==> src/core/flash_status_consts.svh <==
// Constants for the flash status flag read-back block
`ifndef FLASH_STATUS_CONSTS_SVH
`define FLASH_STATUS_CONSTS_SVH

// ----------------------------------------
// Status byte layout
// ----------------------------------------
`define FLS_POLL_BIT 3'd7
`define FLS_TOGGLE_BIT 3'd6
`define FLS_TIMEOUT_BIT 3'd5
`define FLS_WINDOW_BIT 3'd3
`define FLS_SPARE_MASK 8'h17
`define FLS_SUSP_STATUS 8'h48

// ----------------------------------------
// Address decode
// ----------------------------------------
`define FLS_BANK_BIT 15
`define FLS_SECT_MSB 15
`define FLS_SECT_LSB 13
`define FLS_NUM_SECT 8

// ----------------------------------------
// Timing
// ----------------------------------------
`define FLS_CLK_PERIOD_NS 8
`define FLS_TIMEOUT_US 5000
`define FLS_TIMEOUT_CYCLES ((`FLS_TIMEOUT_US * 1000) / `FLS_CLK_PERIOD_NS)

`endif

==> src/core/flash_status_pkg.sv <==
// Types for the flash status flag read-back block
package flash_status_pkg;

    // ----------------------------------------
    // CPU read request
    // ----------------------------------------
    typedef struct packed {
        logic [15:0] addr;
        logic rd;
    } cpu_rd_t;

    // ----------------------------------------
    // Decoded commands and engine events
    // ----------------------------------------
    typedef struct packed {
        logic prog_start;
        logic chip_start;
        logic sector_start;
        logic suspend;
        logic resume;
        logic reset_cmd;
        logic algo_done;
        logic window_end;
        logic [15:0] addr;
        logic [7:0] data;
    } seq_cmd_t;

    typedef enum logic [2:0] {
        ST_READ,
        ST_PROG,
        ST_EWAIT,
        ST_ERASE,
        ST_SUSP
    } seq_state_t;

endpackage

==> src/core/flash_status_flag_readback.sv <==
// Status flag substitution for flash program/erase read-back
`timescale 1ns/100ps
`include "flash_status_consts.svh"

module flash_status_flag_readback #(
    parameter int TIMEOUT_CYCLES = `FLS_TIMEOUT_CYCLES
) (
    input wire logic clk_in,
    input wire logic reset_n_in,
    input wire flash_status_pkg::cpu_rd_t bus_in,
    input wire logic [7:0] array_data_in,
    input wire flash_status_pkg::seq_cmd_t cmd_in,
    output logic [7:0] rd_data_out,
    output logic busy_out,
    output logic timeout_out,
    output logic cmd_ignored_out
);
    import flash_status_pkg::*;

    // ----------------------------------------
    // Helpers
    // ----------------------------------------
    function automatic logic [2:0] sector_of(input logic [15:0] a);
        sector_of = a[`FLS_SECT_MSB:`FLS_SECT_LSB];
    endfunction

    // ----------------------------------------
    // State
    // ----------------------------------------
    seq_state_t state_q, state_d;
    logic [`FLS_NUM_SECT-1:0] sect_q, sect_d;
    logic bank_q;
    logic last_bit7_q;
    logic lock_q;
    logic chip_q;
    logic tmo_q, tmo_d;
    logic [31:0] tmo_cnt_q, tmo_cnt_d;
    logic toggle_q;
    logic [7:0] rd_data_q, rd_data_d;

    // ----------------------------------------
    // Command acceptance
    // ----------------------------------------
    wire is_read = (state_q == ST_READ);
    wire is_prog = (state_q == ST_PROG);
    wire is_ewait = (state_q == ST_EWAIT);
    wire is_erase = (state_q == ST_ERASE);
    wire is_susp = (state_q == ST_SUSP);
    wire running = is_prog | is_erase;
    wire cmd_locked = running & ~tmo_q;
    wire take_reset = cmd_in.reset_cmd & ~cmd_locked;
    wire take_prog = cmd_in.prog_start & is_read;
    wire take_chip = cmd_in.chip_start & is_read;
    wire take_sect = cmd_in.sector_start & (is_read | is_ewait);
    wire take_susp = cmd_in.suspend & is_erase & ~chip_q;
    wire take_resume = cmd_in.resume & is_susp;
    wire done = cmd_in.algo_done & running & ~lock_q;
    wire any_cmd = cmd_in.reset_cmd | cmd_in.prog_start | cmd_in.chip_start
                 | cmd_in.sector_start | cmd_in.suspend | cmd_in.resume;
    wire any_take = take_reset | take_prog | take_chip | take_sect
                  | take_susp | take_resume;
    // cell would need 0 to 1
    wire bad_prog = |(cmd_in.data & ~array_data_in);

    // ----------------------------------------
    // Next state
    // ----------------------------------------
    always_comb begin
        state_d = state_q;
        case (state_q)
            ST_READ: begin
                if (take_prog) begin
                    state_d = ST_PROG;
                end else if (take_chip) begin
                    state_d = ST_ERASE;
                end else if (take_sect) begin
                    state_d = ST_EWAIT;
                end
            end
            ST_PROG: begin
                if (done) begin
                    state_d = ST_READ;
                end
            end
            ST_EWAIT: begin
                if (cmd_in.window_end) begin
                    state_d = ST_ERASE;
                end
            end
            ST_ERASE: begin
                if (done) begin
                    state_d = ST_READ;
                end else if (take_susp) begin
                    state_d = ST_SUSP;
                end
            end
            ST_SUSP: begin
                if (take_resume) begin
                    state_d = ST_ERASE;
                end
            end
            default: begin
                state_d = ST_READ;
            end
        endcase
        if (take_reset) begin
            state_d = ST_READ;
        end
    end

    // ----------------------------------------
    // Sector set under erasure
    // ----------------------------------------
    always_comb begin
        sect_d = sect_q;
        if (take_chip) begin
            sect_d = '1;
        end else if (take_sect) begin
            sect_d = (is_read ? '0 : sect_q) | (8'h01 << sector_of(cmd_in.addr));
        end else if (state_d == ST_READ) begin
            sect_d = '0;
        end
    end

    // ----------------------------------------
    // Timeout counter
    // ----------------------------------------
    // time limit on running algorithm
    // Suspension freezes the count, since erase time stands still
    always_comb begin
        tmo_cnt_d = tmo_cnt_q;
        tmo_d = tmo_q;
        if (state_d == ST_READ || is_read || is_ewait) begin
            tmo_cnt_d = '0;
            tmo_d = 1'b0;
        end else if (running && !tmo_q) begin
            tmo_cnt_d = tmo_cnt_q + 32'h00000001;
            if (tmo_cnt_q >= 32'(TIMEOUT_CYCLES - 1)) begin
                tmo_d = 1'b1;
            end
        end
    end

    // ----------------------------------------
    // Read data selection
    // ----------------------------------------
    // only the commanding bank
    wire bank_hit = (bus_in.addr[`FLS_BANK_BIT] == bank_q);
    wire in_sect = sect_q[sector_of(bus_in.addr)];
    wire busy_sub = (running | is_ewait) & bank_hit;
    wire susp_sub = is_susp & in_sect & bank_hit;
    wire busy_read = bus_in.rd & busy_sub;
    logic [7:0] busy_status;

    always_comb begin
        busy_status = 8'h00;
        busy_status[`FLS_POLL_BIT] = is_prog & ~last_bit7_q;
        busy_status[`FLS_TOGGLE_BIT] = toggle_q;
        busy_status[`FLS_TIMEOUT_BIT] = tmo_q;
        // 0 in the window, 1 once erasing
        busy_status[`FLS_WINDOW_BIT] = is_erase;
    end

    assign rd_data_d = busy_sub ? busy_status :
                       susp_sub ? `FLS_SUSP_STATUS : array_data_in;

    // ----------------------------------------
    // Registers
    // ----------------------------------------
    always_ff @(posedge clk_in) begin
        if (!reset_n_in) begin
            state_q <= ST_READ;
            sect_q <= '0;
            tmo_q <= 1'b0;
            tmo_cnt_q <= '0;
        end else begin
            state_q <= state_d;
            sect_q <= sect_d;
            tmo_q <= tmo_d;
            tmo_cnt_q <= tmo_cnt_d;
        end
    end

    // Captured at command start for the whole algorithm
    always_ff @(posedge clk_in) begin
        if (!reset_n_in) begin
            bank_q <= 1'b0;
            last_bit7_q <= 1'b0;
            lock_q <= 1'b0;
            chip_q <= 1'b0;
        end else if (take_prog | take_chip | (take_sect & is_read)) begin
            bank_q <= cmd_in.addr[`FLS_BANK_BIT];
            last_bit7_q <= cmd_in.data[`FLS_POLL_BIT];
            lock_q <= take_prog & bad_prog;
            chip_q <= take_chip;
        end
    end

    always_ff @(posedge clk_in) begin
        if (!reset_n_in) begin
            toggle_q <= 1'b0;
        end else if (is_read) begin
            toggle_q <= 1'b0;
        end else if (busy_read) begin
            toggle_q <= ~toggle_q;
        end
    end

    always_ff @(posedge clk_in) begin
        if (!reset_n_in) begin
            rd_data_q <= 8'h00;
        end else if (bus_in.rd) begin
            rd_data_q <= rd_data_d;
        end
    end

    assign rd_data_out = rd_data_q;
    assign busy_out = ~is_read;
    assign timeout_out = tmo_q;
    // Ignored commands are flagged, never queued
    assign cmd_ignored_out = any_cmd & ~any_take;
endmodule

==> config.mk <==
export PLATFORM = sky130hd
export DESIGN_NAME = flash_status_flag_readback
export DESIGN_NICKNAME = d
export VERILOG_FILES = /design/src/core/flash_status_pkg.sv /design/src/core/flash_status_flag_readback.sv
export VERILOG_INCLUDE_DIRS = /design/src /design/src/core
export SDC_FILE = /design/constraint.sdc
export NUM_CORES = 1
export LEC_CHECK = 0
export ABC_AREA = 1
export BUFFER_PORTS_ARGS = -buffer_cell sky130_fd_sc_hd__buf_4
export CAP_MARGIN = 20
export CORE_MARGIN = 2
export CORE_UTILIZATION = 44
export DETAILED_ROUTE_END_ITERATION = 6
export PLACE_DENSITY = 0.66
export SLEW_MARGIN = 40
export SYNTH_ARGS = -nofsm -noshare
export SYNTH_HDL_FRONTEND = slang
export SYNTH_SLANG_ARGS = --single-unit
==> constraint.sdc <==
create_clock -name clk_in -period 2 [get_ports clk_in]
set_clock_uncertainty 0.05 [all_clocks]
set_input_delay 0 -clock clk_in [delete_from_list [all_inputs] [get_ports clk_in]]
set_output_delay 0 -clock clk_in [all_outputs]
set_load 0.03 [all_outputs]
After elaboration in Yosys (flattened, before gate mapping)
Cells that the tools add are included.
{ "classes": {"n_addsub": 1, "n_lt_le_gt_ge": 2, "n_eq_ne": 5, "shifts": 1, "n_mux": 18, "bitwise": 45, "reduce_logical": 11} }
{ "ops": {"columns": ["cell", "n"], "rows": [
  ["$mux W8", 6],
  ["$add A32 B1 Y32 const B", 1],
  ["$ge A32 B20 Y1 const B", 1],
  ["$mux W3", 9],
  ["$and A1 B1 Y1", 18],
  ["$or A1 B1 Y1", 15],
  ["$pmux W3 S5", 1],
  ["$not A1 Y1", 9],
  ["$and A8 B8 Y8", 1],
  ["$not A8 Y8", 1],
  ["$or A8 B8 Y8", 1],
  ["$reduce_or A8 Y1", 1],
  ["$shl A1 B3 Y8 const A", 1],
  ["$eq A3 B2 Y1 const B", 2],
  ["$logic_not A3 Y1", 2],
  ["$lt A3 B4 Y1 const B", 1],
  ["$reduce_or A2 Y1", 2],
  ["$bmux W1 S3", 1],
  ["$eq A3 B1 Y1 const B", 1],
  ["$eq A3 B3 Y1 const B", 1],
  ["$reduce_bool A3 Y1", 1],
  ["$logic_or A1 B1 Y1", 2],
  ["$reduce_and A2 Y1", 1],
  ["$eq A1 B1 Y1", 1],
  ["other kinds (3)", 3]
]} }
{ "totals": {"ff_bits": 57, "inputBits": 59, "output_inout_bits": 11, "word_cells": 93} }

Longest topological paths before layout
Gate-level depths: netlist (run 1).
{ "logic_depth": {"word_depth": 12, "depth_mapped": 11, "depth_no_buf": 11} }

Least setup slack after synthesis (run 1)
Ideal clock, no wire load.
{ "synth_path": {"path_kind": "flip-flop to output port", "from": "reg state_q[2]", "to": "out cmd_ignored_out", "arrival_ps": 2179, "t_required_ps": 1950, "slack_ps": -229, "path_stages_with_launch": 6, "n_path_buf": 1, "path_cell_list": "dfxtp_1 inv_2 nand2_1 clkbuf_1 nor2_1 nor4_1"} }
{ "synth_via": {"elab_chain_len": 12, "elab_cells_between_ends": 23, "cone_classes": "eq/ne (4); bitwise (18); reduce/logical (1)"} }
{ "synth_rtl": {"columns": ["item", "line", "source"], "rows": [
  ["start: declaration", "flash_status_flag_readback.sv:30", "seq_state_t state_q, state_d;"],
  ["start signal: assignment", "flash_status_flag_readback.sv:177", "state_q <= state_d;"],
  ["$eq A3 B1 Y1 or $eq A3 B2 Y1 (tied branches)", "flash_status_flag_readback.sv:45, flash_status_flag_readback.sv:47", null],
  ["$or A1 B1 Y1", "flash_status_flag_readback.sv:49", "wire running = is_prog | is_erase;"],
  ["$and A1 B1 Y1", "flash_status_flag_readback.sv:50", "wire cmd_locked = running & ~tmo_q;"],
  ["$not A1 Y1", "flash_status_flag_readback.sv:51", "wire take_reset = cmd_in.reset_cmd & ~cmd_locked;"],
  ["$and A1 B1 Y1", "flash_status_flag_readback.sv:51", null],
  ["$or A1 B1 Y1 (3 in a row)", "flash_status_flag_readback.sv:60", "wire any_take = take_reset | take_prog | take_chip | take_sect"],
  ["$or A1 B1 Y1", "flash_status_flag_readback.sv:61", "| take_susp | take_resume;"],
  ["$or A1 B1 Y1 *", "flash_status_flag_readback.sv:61", null],
  ["$not A1 Y1 *", "flash_status_flag_readback.sv:221", "assign cmd_ignored_out = any_cmd & ~any_take;"],
  ["$and A1 B1 Y1 *", "flash_status_flag_readback.sv:221", null],
  ["end: declaration", "flash_status_flag_readback.sv:16", "output logic cmd_ignored_out"]
]} }
Every way passes the cells marked *; elsewhere a longest branch is shown, timed or not.

Worst setup path in the final report (run 1)
{ "layout_path": {"from": "reg sect_q[0]", "to": "reg rd_data_q[3], in the netlist rd_data_out[3]"} }
{ "layout_via": {"elab_chain_len": 6} }
{ "layout_rtl": {"columns": ["item", "line", "source"], "rows": [
  ["start: declaration", "flash_status_flag_readback.sv:31", "logic [`FLS_NUM_SECT-1:0] sect_q, sect_d;"],
  ["start signal: assignment", "flash_status_flag_readback.sv:178", "sect_q <= sect_d;"],
  ["$bmux W1 S3", "flash_status_flag_readback.sv:149", "wire in_sect = sect_q[sector_of(bus_in.addr)];"],
  ["$mux W1 (not written as such)", "flash_status_flag_readback.sv:149", null],
  ["$and A1 B1 Y1 (2 in a row)", "flash_status_flag_readback.sv:151", "wire susp_sub = is_susp & in_sect & bank_hit;"],
  ["$mux W8", "flash_status_flag_readback.sv:165", "susp_sub ? `FLS_SUSP_STATUS : array_data_in;"],
  ["$mux W8", "flash_status_flag_readback.sv:164", "assign rd_data_d = busy_sub ? busy_status :"],
  ["end signal: assignment", "flash_status_flag_readback.sv:213", "rd_data_q <= rd_data_d;"],
  ["end: declaration", "flash_status_flag_readback.sv:39", "logic [7:0] rd_data_q, rd_data_d;"]
]} }
No other way between the ends. The select of a mux whose other input is x is not followed.
A chain may end at the register's enable or synchronous reset.

==> out/qor.yml, run 1 <==
outcome: "finished clean"
leakage_uw: 0.001688
clkPwrFrac_pct: 42.9
critical_path_required_ps: 2240
min_from: "cmd_in[31]"
grt_max_degree: 34
rr_startpoint: "sect_q[0]"
drv_cap: 0
dieArea_um2: 8451
antenna_left: 0
syn-instance-count: 531
r2r_end: "rd_data_out[3]"
period_share_pct: 94.50
layout_setup_ws_ps: 110.0
worstPathArrival_ps: 2130
worst_pin_slew_ps: 402.9
clkTransAtPathRegs_ps: 60
grt_pass1_vias: 3361
crit_fanout: 3
seq_power_share_pct: 41.7
r2r_slack_ps: 110
min_path_type: "primary input to flop"
drive_gt1_share_pct: 16.15
cts.sinks: 57
setup_viol: 0
avgRoutedWirePerCell_um: 12.34
place_area_um2: 3895
cp-start-kind: "flop"
crit_type: "flop to flop"
synth_edf_count: 0
nFillCells: 745
synthSimpleGateAreaFrac_pct: 41.49
p_per_area_nw_per_um2: 669.5
hold_ws_ps: 30.98
initial_utilization_pct: 44.72
slew_viol_final: 0
synthAdderAreaFrac_pct: 0.3678
post_synth_num_cell_types: 37
place_inst: 680
htreeDepth: 3
ys_ff_latch: 57
port_buffers: 43
hold_violations: 0
syn_area_um2: 3402
route.detailed.drc: 0
vdd_drop_max_uv: 340.7
place_ws_ps: 154.0
ys_dominant_reg_cell: "dfxtp_1"
grt_pass1_wl_um: 14900
row_count: 32
wirelength_um: 8821
drtIter0Drc: 161
grt_use_total_pct: 21.96
insertion_delay_ps: 350
synthMuxAreaShare_pct: 0
synth_xor_area_share_pct: 5.149
antenna_found_initial: 0
synth_compound_area_share_pct: 10.85
syn-num-nets: 591
overflow: 0
viasPerCell: 5.043
final_cells: 715
fin_area_um2: 4332
r2r_cells: 9
min_period_ps: 1890
worstSetupEndpointType: "flop"
ios: 70
yosysWarnings: 0
hold_depth: 5
syn_to_final_growth_pct: 27.33
vias: 3606
clk_path_buf_depth: 2
syn_area_per_cell_um2: 6.407
dp_hpwl_um: 6509
internal_power_uw: 2137
relSlewSlack_pct: 73.08
antenna_cells: 0
first_pass_iters: 4
synth_top_family_by_area: "simple AND/OR/NAND/NOR gates"
ys_seq_area_share_pct: 33.54
cts_buffers: 9
p_switching_uw: 762.9
pwr-share-comb_pct: 15.4
max_freq_ghz: 0.5291
core_um2: 7607
place.gp.congestion: 0.9106
swShare_pct: 26.31
die_w_um: 91.93
fp.dieH_um: 91.93
cts_tree: "built"
async_flop_share_pct: 0
cts_root_buf: "clkbuf_8"
hold_end: "lock_q"
fin_nets: 668
==> cell usage in the layout (no fill, tap or decap), types with 5 or more instances in the layout <==
master         synthesis  layout
nand2_1              138     138
nor2_1                83      83
inv_1                 60      60
buf_4                  0      57
dfxtp_1               57      54
nand3_1               45      45
a21oi_1               43      43
xor2_1                16      16
dlygate4sd3_1          0      16
nor3_1                12      12
clkbuf_8               0      11
nand4_1                9       9
o21ai_0                9       8
nand3b_1               5       5
==> routing by layer <==
layer	part of all wire (%)	GRT usage (%)	vias to the layer above
li1	-	-	1865
met1	45	26.40	1641
met2	48	37.99	86
met3	5.3	4.766	14
met4	1.8	8.955	0
met5	0	0	-
==> flip-flops by register name, indices dropped and copies added, names as in the netlist <==
| register | flops |
|---|---|
| sect_q | 8 |
| timeout_out | 1 |
| lock_q | 1 |
| bank_q | 1 |
| last_bit7_q | 1 |
| toggle_q | 1 |
| tmo_cnt_q | 32 |
| rd_data_out | 8 |
| state_q | 3 |
| chip_q | 1 |
==> critical path: stages, from the launching register on <==
cell	delay (ps)
dfxtp_1	380
nand2_1	70
nand3_1	60
nand2_1	60
o21ai_1	160
nand3_1	150
inv_1	100
o21ai_0	80
a21oi_1	140
dlygate4sd3_1	580
==> how the worst max path moves through the flow <==
stage | cells after the start | end | startpoint
final | 9 | rd_data_out[3] | sect_q[0]
after global placement | 11 | tmo_cnt_q[13] | state_q[2]
after CTS | 8 | cmd_ignored_out | state_q[2]
after detailed placement | 11 | tmo_cnt_q[13] | state_q[2]
after global routing | 9 | rd_data_out[3] | sect_q[0]
after floorplan | 5 | cmd_ignored_out | state_q[2]
==> power by group through the flow <==
stage                     Clock (µW)  Combinational [µW]  Sequential (µW)
after floorplan                    0                 227             1250
after global placement             0                 391             1230
after detailed placement           0                 399             1230
after CTS                       1270                 427             1210
after global routing            1310                 490             1210
final                           1240                 445             1210
==> through the flow <==
stage	power [µW]	util, %	setup TNS [ps]
global route	3018	56.94	-18.03
finish	2900	56.94	0
global placement	1621	51.20	0
floorplan	1473	-	0
CTS	2908	56.23	0
detailed placement	1630	51.20	0
==> kinds of logic after synthesis <==
group | count (synthesis)
xor+xnor | 20
compound gates | 66
buf+inv | 71
simple gates | 316
flops | 57
fa+ha+maj | 1
==> repair_timing <==
action | CTS | global route
hold endpoints to repair | 16 | 0
hold buffers | 16 | 0
gates resized for setup | 0 | 7
buffers inserted | 0 | 3
endpoints found under the setup margin | 0 | 24
==> area by class of cell <==
class / instances / area (µm²) / area share, %
well taps: 102 / 127.6 / 2.946
inverters: 63 / 242.7 / 5.604
clock buffers: 14 / 162.7 / 3.755
multi-input cells: 403 / 1986 / 45.84
clock inverters: 2 / 60.06 / 1.386
repair buffers: 74 / 608.1 / 14.04
flip-flops and latches: 57 / 1145 / 26.43
==> cell usage after synthesis, drive strengths merged, types with 5 or more instances <==
cell type / instances / area (µm²)
a21oi: 47 / 250.2
dfxtp: 57 / 1141
inv: 62 / 235.2
nand2: 144 / 560.5
nand3: 46 / 235.2
nand3b: 5 / 37.54
nand4: 9 / 56.30
nor2: 89 / 372.9
nor3: 13 / 70.07
nor3b: 5 / 47.54
o21ai: 9 / 45.04
xor2: 16 / 140.1
No activity file was read; power rests on OpenSTA's default activity.
==> run 2, diff against run 1 <==
--- a/config.mk
+++ b/config.mk
@@ -9,10 +9,12 @@
 export ABC_AREA = 1
 export BUFFER_PORTS_ARGS = -buffer_cell sky130_fd_sc_hd__buf_4
 export CAP_MARGIN = 20
+export CELL_PAD_IN_SITES_DETAIL_PLACEMENT = 1
+export CELL_PAD_IN_SITES_GLOBAL_PLACEMENT = 1
 export CORE_MARGIN = 2
-export CORE_UTILIZATION = 44
+export CORE_UTILIZATION = 38
 export DETAILED_ROUTE_END_ITERATION = 6
-export PLACE_DENSITY = 0.66
+export PLACE_DENSITY_LB_ADDON = 0.1
 export SLEW_MARGIN = 40
 export SYNTH_ARGS = -nofsm -noshare
 export SYNTH_HDL_FRONTEND = slang
==> run 2 against run 1 <==
Effect of this change: sequential share of layout area fell by 0.27 points; first-iteration DRC count fell by 42%; fmax rose by 0.13%; largest power group unchanged.
==> out/qor.yml, run 2 (same netlist as run 1, synthesis figures left out) <==
outcome: "finished clean"  # unchanged
first_pass_iters: 4  # unchanged
avgRoutedWirePerCell_um: 14.40  # was 12.34 µm
worst_pin_slew_ps: 400.7  # was 402.9 ps
cp-start-kind: "flop"  # unchanged
cts_root_buf: "clkbuf_8"  # unchanged
row_count: 34  # was 32
largest_register_ffs: 32  # unchanged
leakage_uw: 0.001687  # was 0.001688 µW
drv_cap: 0  # unchanged
regArea_um2: 1142  # was 1145 µm²
vdd_drop_max_uv: 315.3  # was 340.7 µV
grt_pass1_wl_um: 17640  # was 14,900 µm
dieArea_um2: 9726  # was 8451 µm²
overflow: 0  # unchanged
drive_gt1_share_pct: 17.05  # was 16.15%
crit_type: "flop to flop"  # unchanged
cts_tree: "built"  # unchanged
fp.dieH_um: 98.62  # was 91.93 µm
hold_violations: 0  # unchanged
place_ws_ps: 133.7  # was 154.0 ps
slowest_stage: "dfxtp_2"  # was dlygate4sd3_1
core_um2: 8721  # was 7607 µm²
final_cell_mix: "nand2_1 (138), nor2_1 (83), buf_4 (62)"  # was nand2_1 (138), nor2_1 (83), inv_1 (60)
worstSetupEndpointType: "flop"  # unchanged
fin_area_um2: 4367  # was 4332 µm²
antenna_cells: 0  # unchanged
fin_nets: 671  # was 668
grt_max_degree: 34  # unchanged
multi_input_area_um2: 1988  # was 1986 µm²
grt_pass1_vias: 3813  # was 3,361
vias: 3665  # was 3,606
htreeDepth: 3  # unchanged
initial_utilization_pct: 39.01  # was 44.72%
layout_commonest_cell: "nand2_1"  # unchanged
worstPathArrival_ps: 2070  # was 2130 ps
setup_viol: 0  # unchanged
crit_fanout: 6  # was 3
clk_path_buf_depth: 2  # unchanged
clkTransAtPathRegs_ps: 70  # was 60 ps
slew_viol_final: 0  # unchanged
power_uw: 3012  # was 2900 µW
insertion_delay_ps: 340  # was 350 ps
antenna_found_initial: 0  # unchanged
critical_path.cell_chain: "inv_2, nand2_2, nor2_8, buf_4, nand2_1, nor3b_2, nand3_1, xor2_1, nor2_1"  # was nand2_1, nand3_1, nand2_1, o21ai_1, nand3_1, inv_1, o21ai_0, a21oi_1, dlygate4sd3_1
hold_depth: 5  # unchanged
drtIter0Drc: 94  # was 161
viasPerCell: 5.062  # was 5.043
ios: 70  # unchanged
nFillCells: 1167  # was 745
place.gp.congestion: 0.8336  # was 0.9106
cp.depth: 9  # unchanged
antenna_left: 0  # unchanged
p_per_area_nw_per_um2: 689.8  # was 669.5 nW/µm²
cts_buffers: 9  # unchanged
period_share_pct: 94.38  # was 94.50%
die_w_um: 98.62  # was 91.93 µm
grt_use_total_pct: 22.29  # was 21.96%
max_freq_ghz: 0.5298  # was 0.5291 GHz
min_period_ps: 1888  # was 1890 ps
syn_to_final_growth_pct: 28.36  # was 27.33%
r2r_cells: 9  # unchanged
crit_path_max_incr_delay_ps: 360  # was 580 ps
relSlewSlack_pct: 73.23  # was 73.08%
port_buffers: 43  # unchanged
place_area_um2: 3925  # was 3895 µm²
regMostFlops: "tmo_cnt_q"  # unchanged
critPathBufInv: 2  # unchanged
critical_path_required_ps: 2180  # was 2240 ps
route.detailed.drc: 0  # unchanged
crit_family: "simple AND/OR/NAND/NOR gates"  # was buffers and inverters
dp_hpwl_um: 7689  # was 6509 µm
min_path_type: "primary input to flop"  # unchanged
layout_setup_ws_ps: 112.4  # was 110.0 ps
cts.sinks: 57  # unchanged
wirelength_um: 10420  # was 8821 µm
==> run 2: cell types whose count changed in the layout (fill, tap and decap cells not counted), sizes merged <==
cell / before / now
dlygate4sd3: 16 / 15
clkinv: 0 / 3
clkbuf: 14 / 10
bufinv: 2 / 3
buf: 58 / 62
==> run 2: tightest hold or removal path, stage by stage <==
cell     delay [ps]
buf_4           100
o21ai_0          70
nand3_1         100
nand2_1          80
nor2_1           80
==> run 2: metal layers <==
layer  GRT usage [%]  wire [µm]  vias up
li1                -          -     1868
met4           6.849        191        0
met2           41.44       5416       57
met5               0          0        -
met1           25.82       4528     1722
met3           4.113        285       18
==> run 2: worst paths after layout <==
kind	slack (ps)	from	end
worst min-delay path	80	cmd_in[31]	state_q[0]
worst max register to register	110	state_q[2]	tmo_cnt_q[24]
worst max-delay path	110	state_q[2]	tmo_cnt_q[24]
worst min register to register	410	last_bit7_q	last_bit7_q
==> run 2: area by class of cell <==
type	count	area share (%)
Clock buffer	10	3.152
Clock inverter	6	2.407
Multi-Input combinational cell	403	45.53
Timing Repair Buffer	77	14.10
Sequential cell	57	26.16
Tap cell	108	3.095
Inverter	63	5.559
==> run 2: power by group <==
group / switching, µW / internal, µW / leakage [µW] / total (µW)
Combinational: 275 / 186 / 0.00110 / 460
Sequential: 30.2 / 1180 / 0.000464 / 1210
Clock: 490 / 855 / 0.000126 / 1350
==> run 2: through the flow <==
step,std cells,util [%],TNS (ps),hold WS [ps]
after floorplan,531,-,0,88.37
after global placement,689,45.01,0,213.2
after detailed placement,689,45.01,0,228.4
after CTS,720,49.51,0,43.18
after global routing,724,50.07,-112.7,97.48
final,724,50.07,0,77.50
==> run 2: what timing repair did <==
| item | in CTS | in global routing |
|---|---|---|
| hold buffers | 15 | 0 |
| endpoints found under the hold margin | 15 | 0 |
| buffers inserted | 0 | 4 |
| resized for setup | 0 | 4 |
| endpoints found under the setup margin | 0 | 20 |
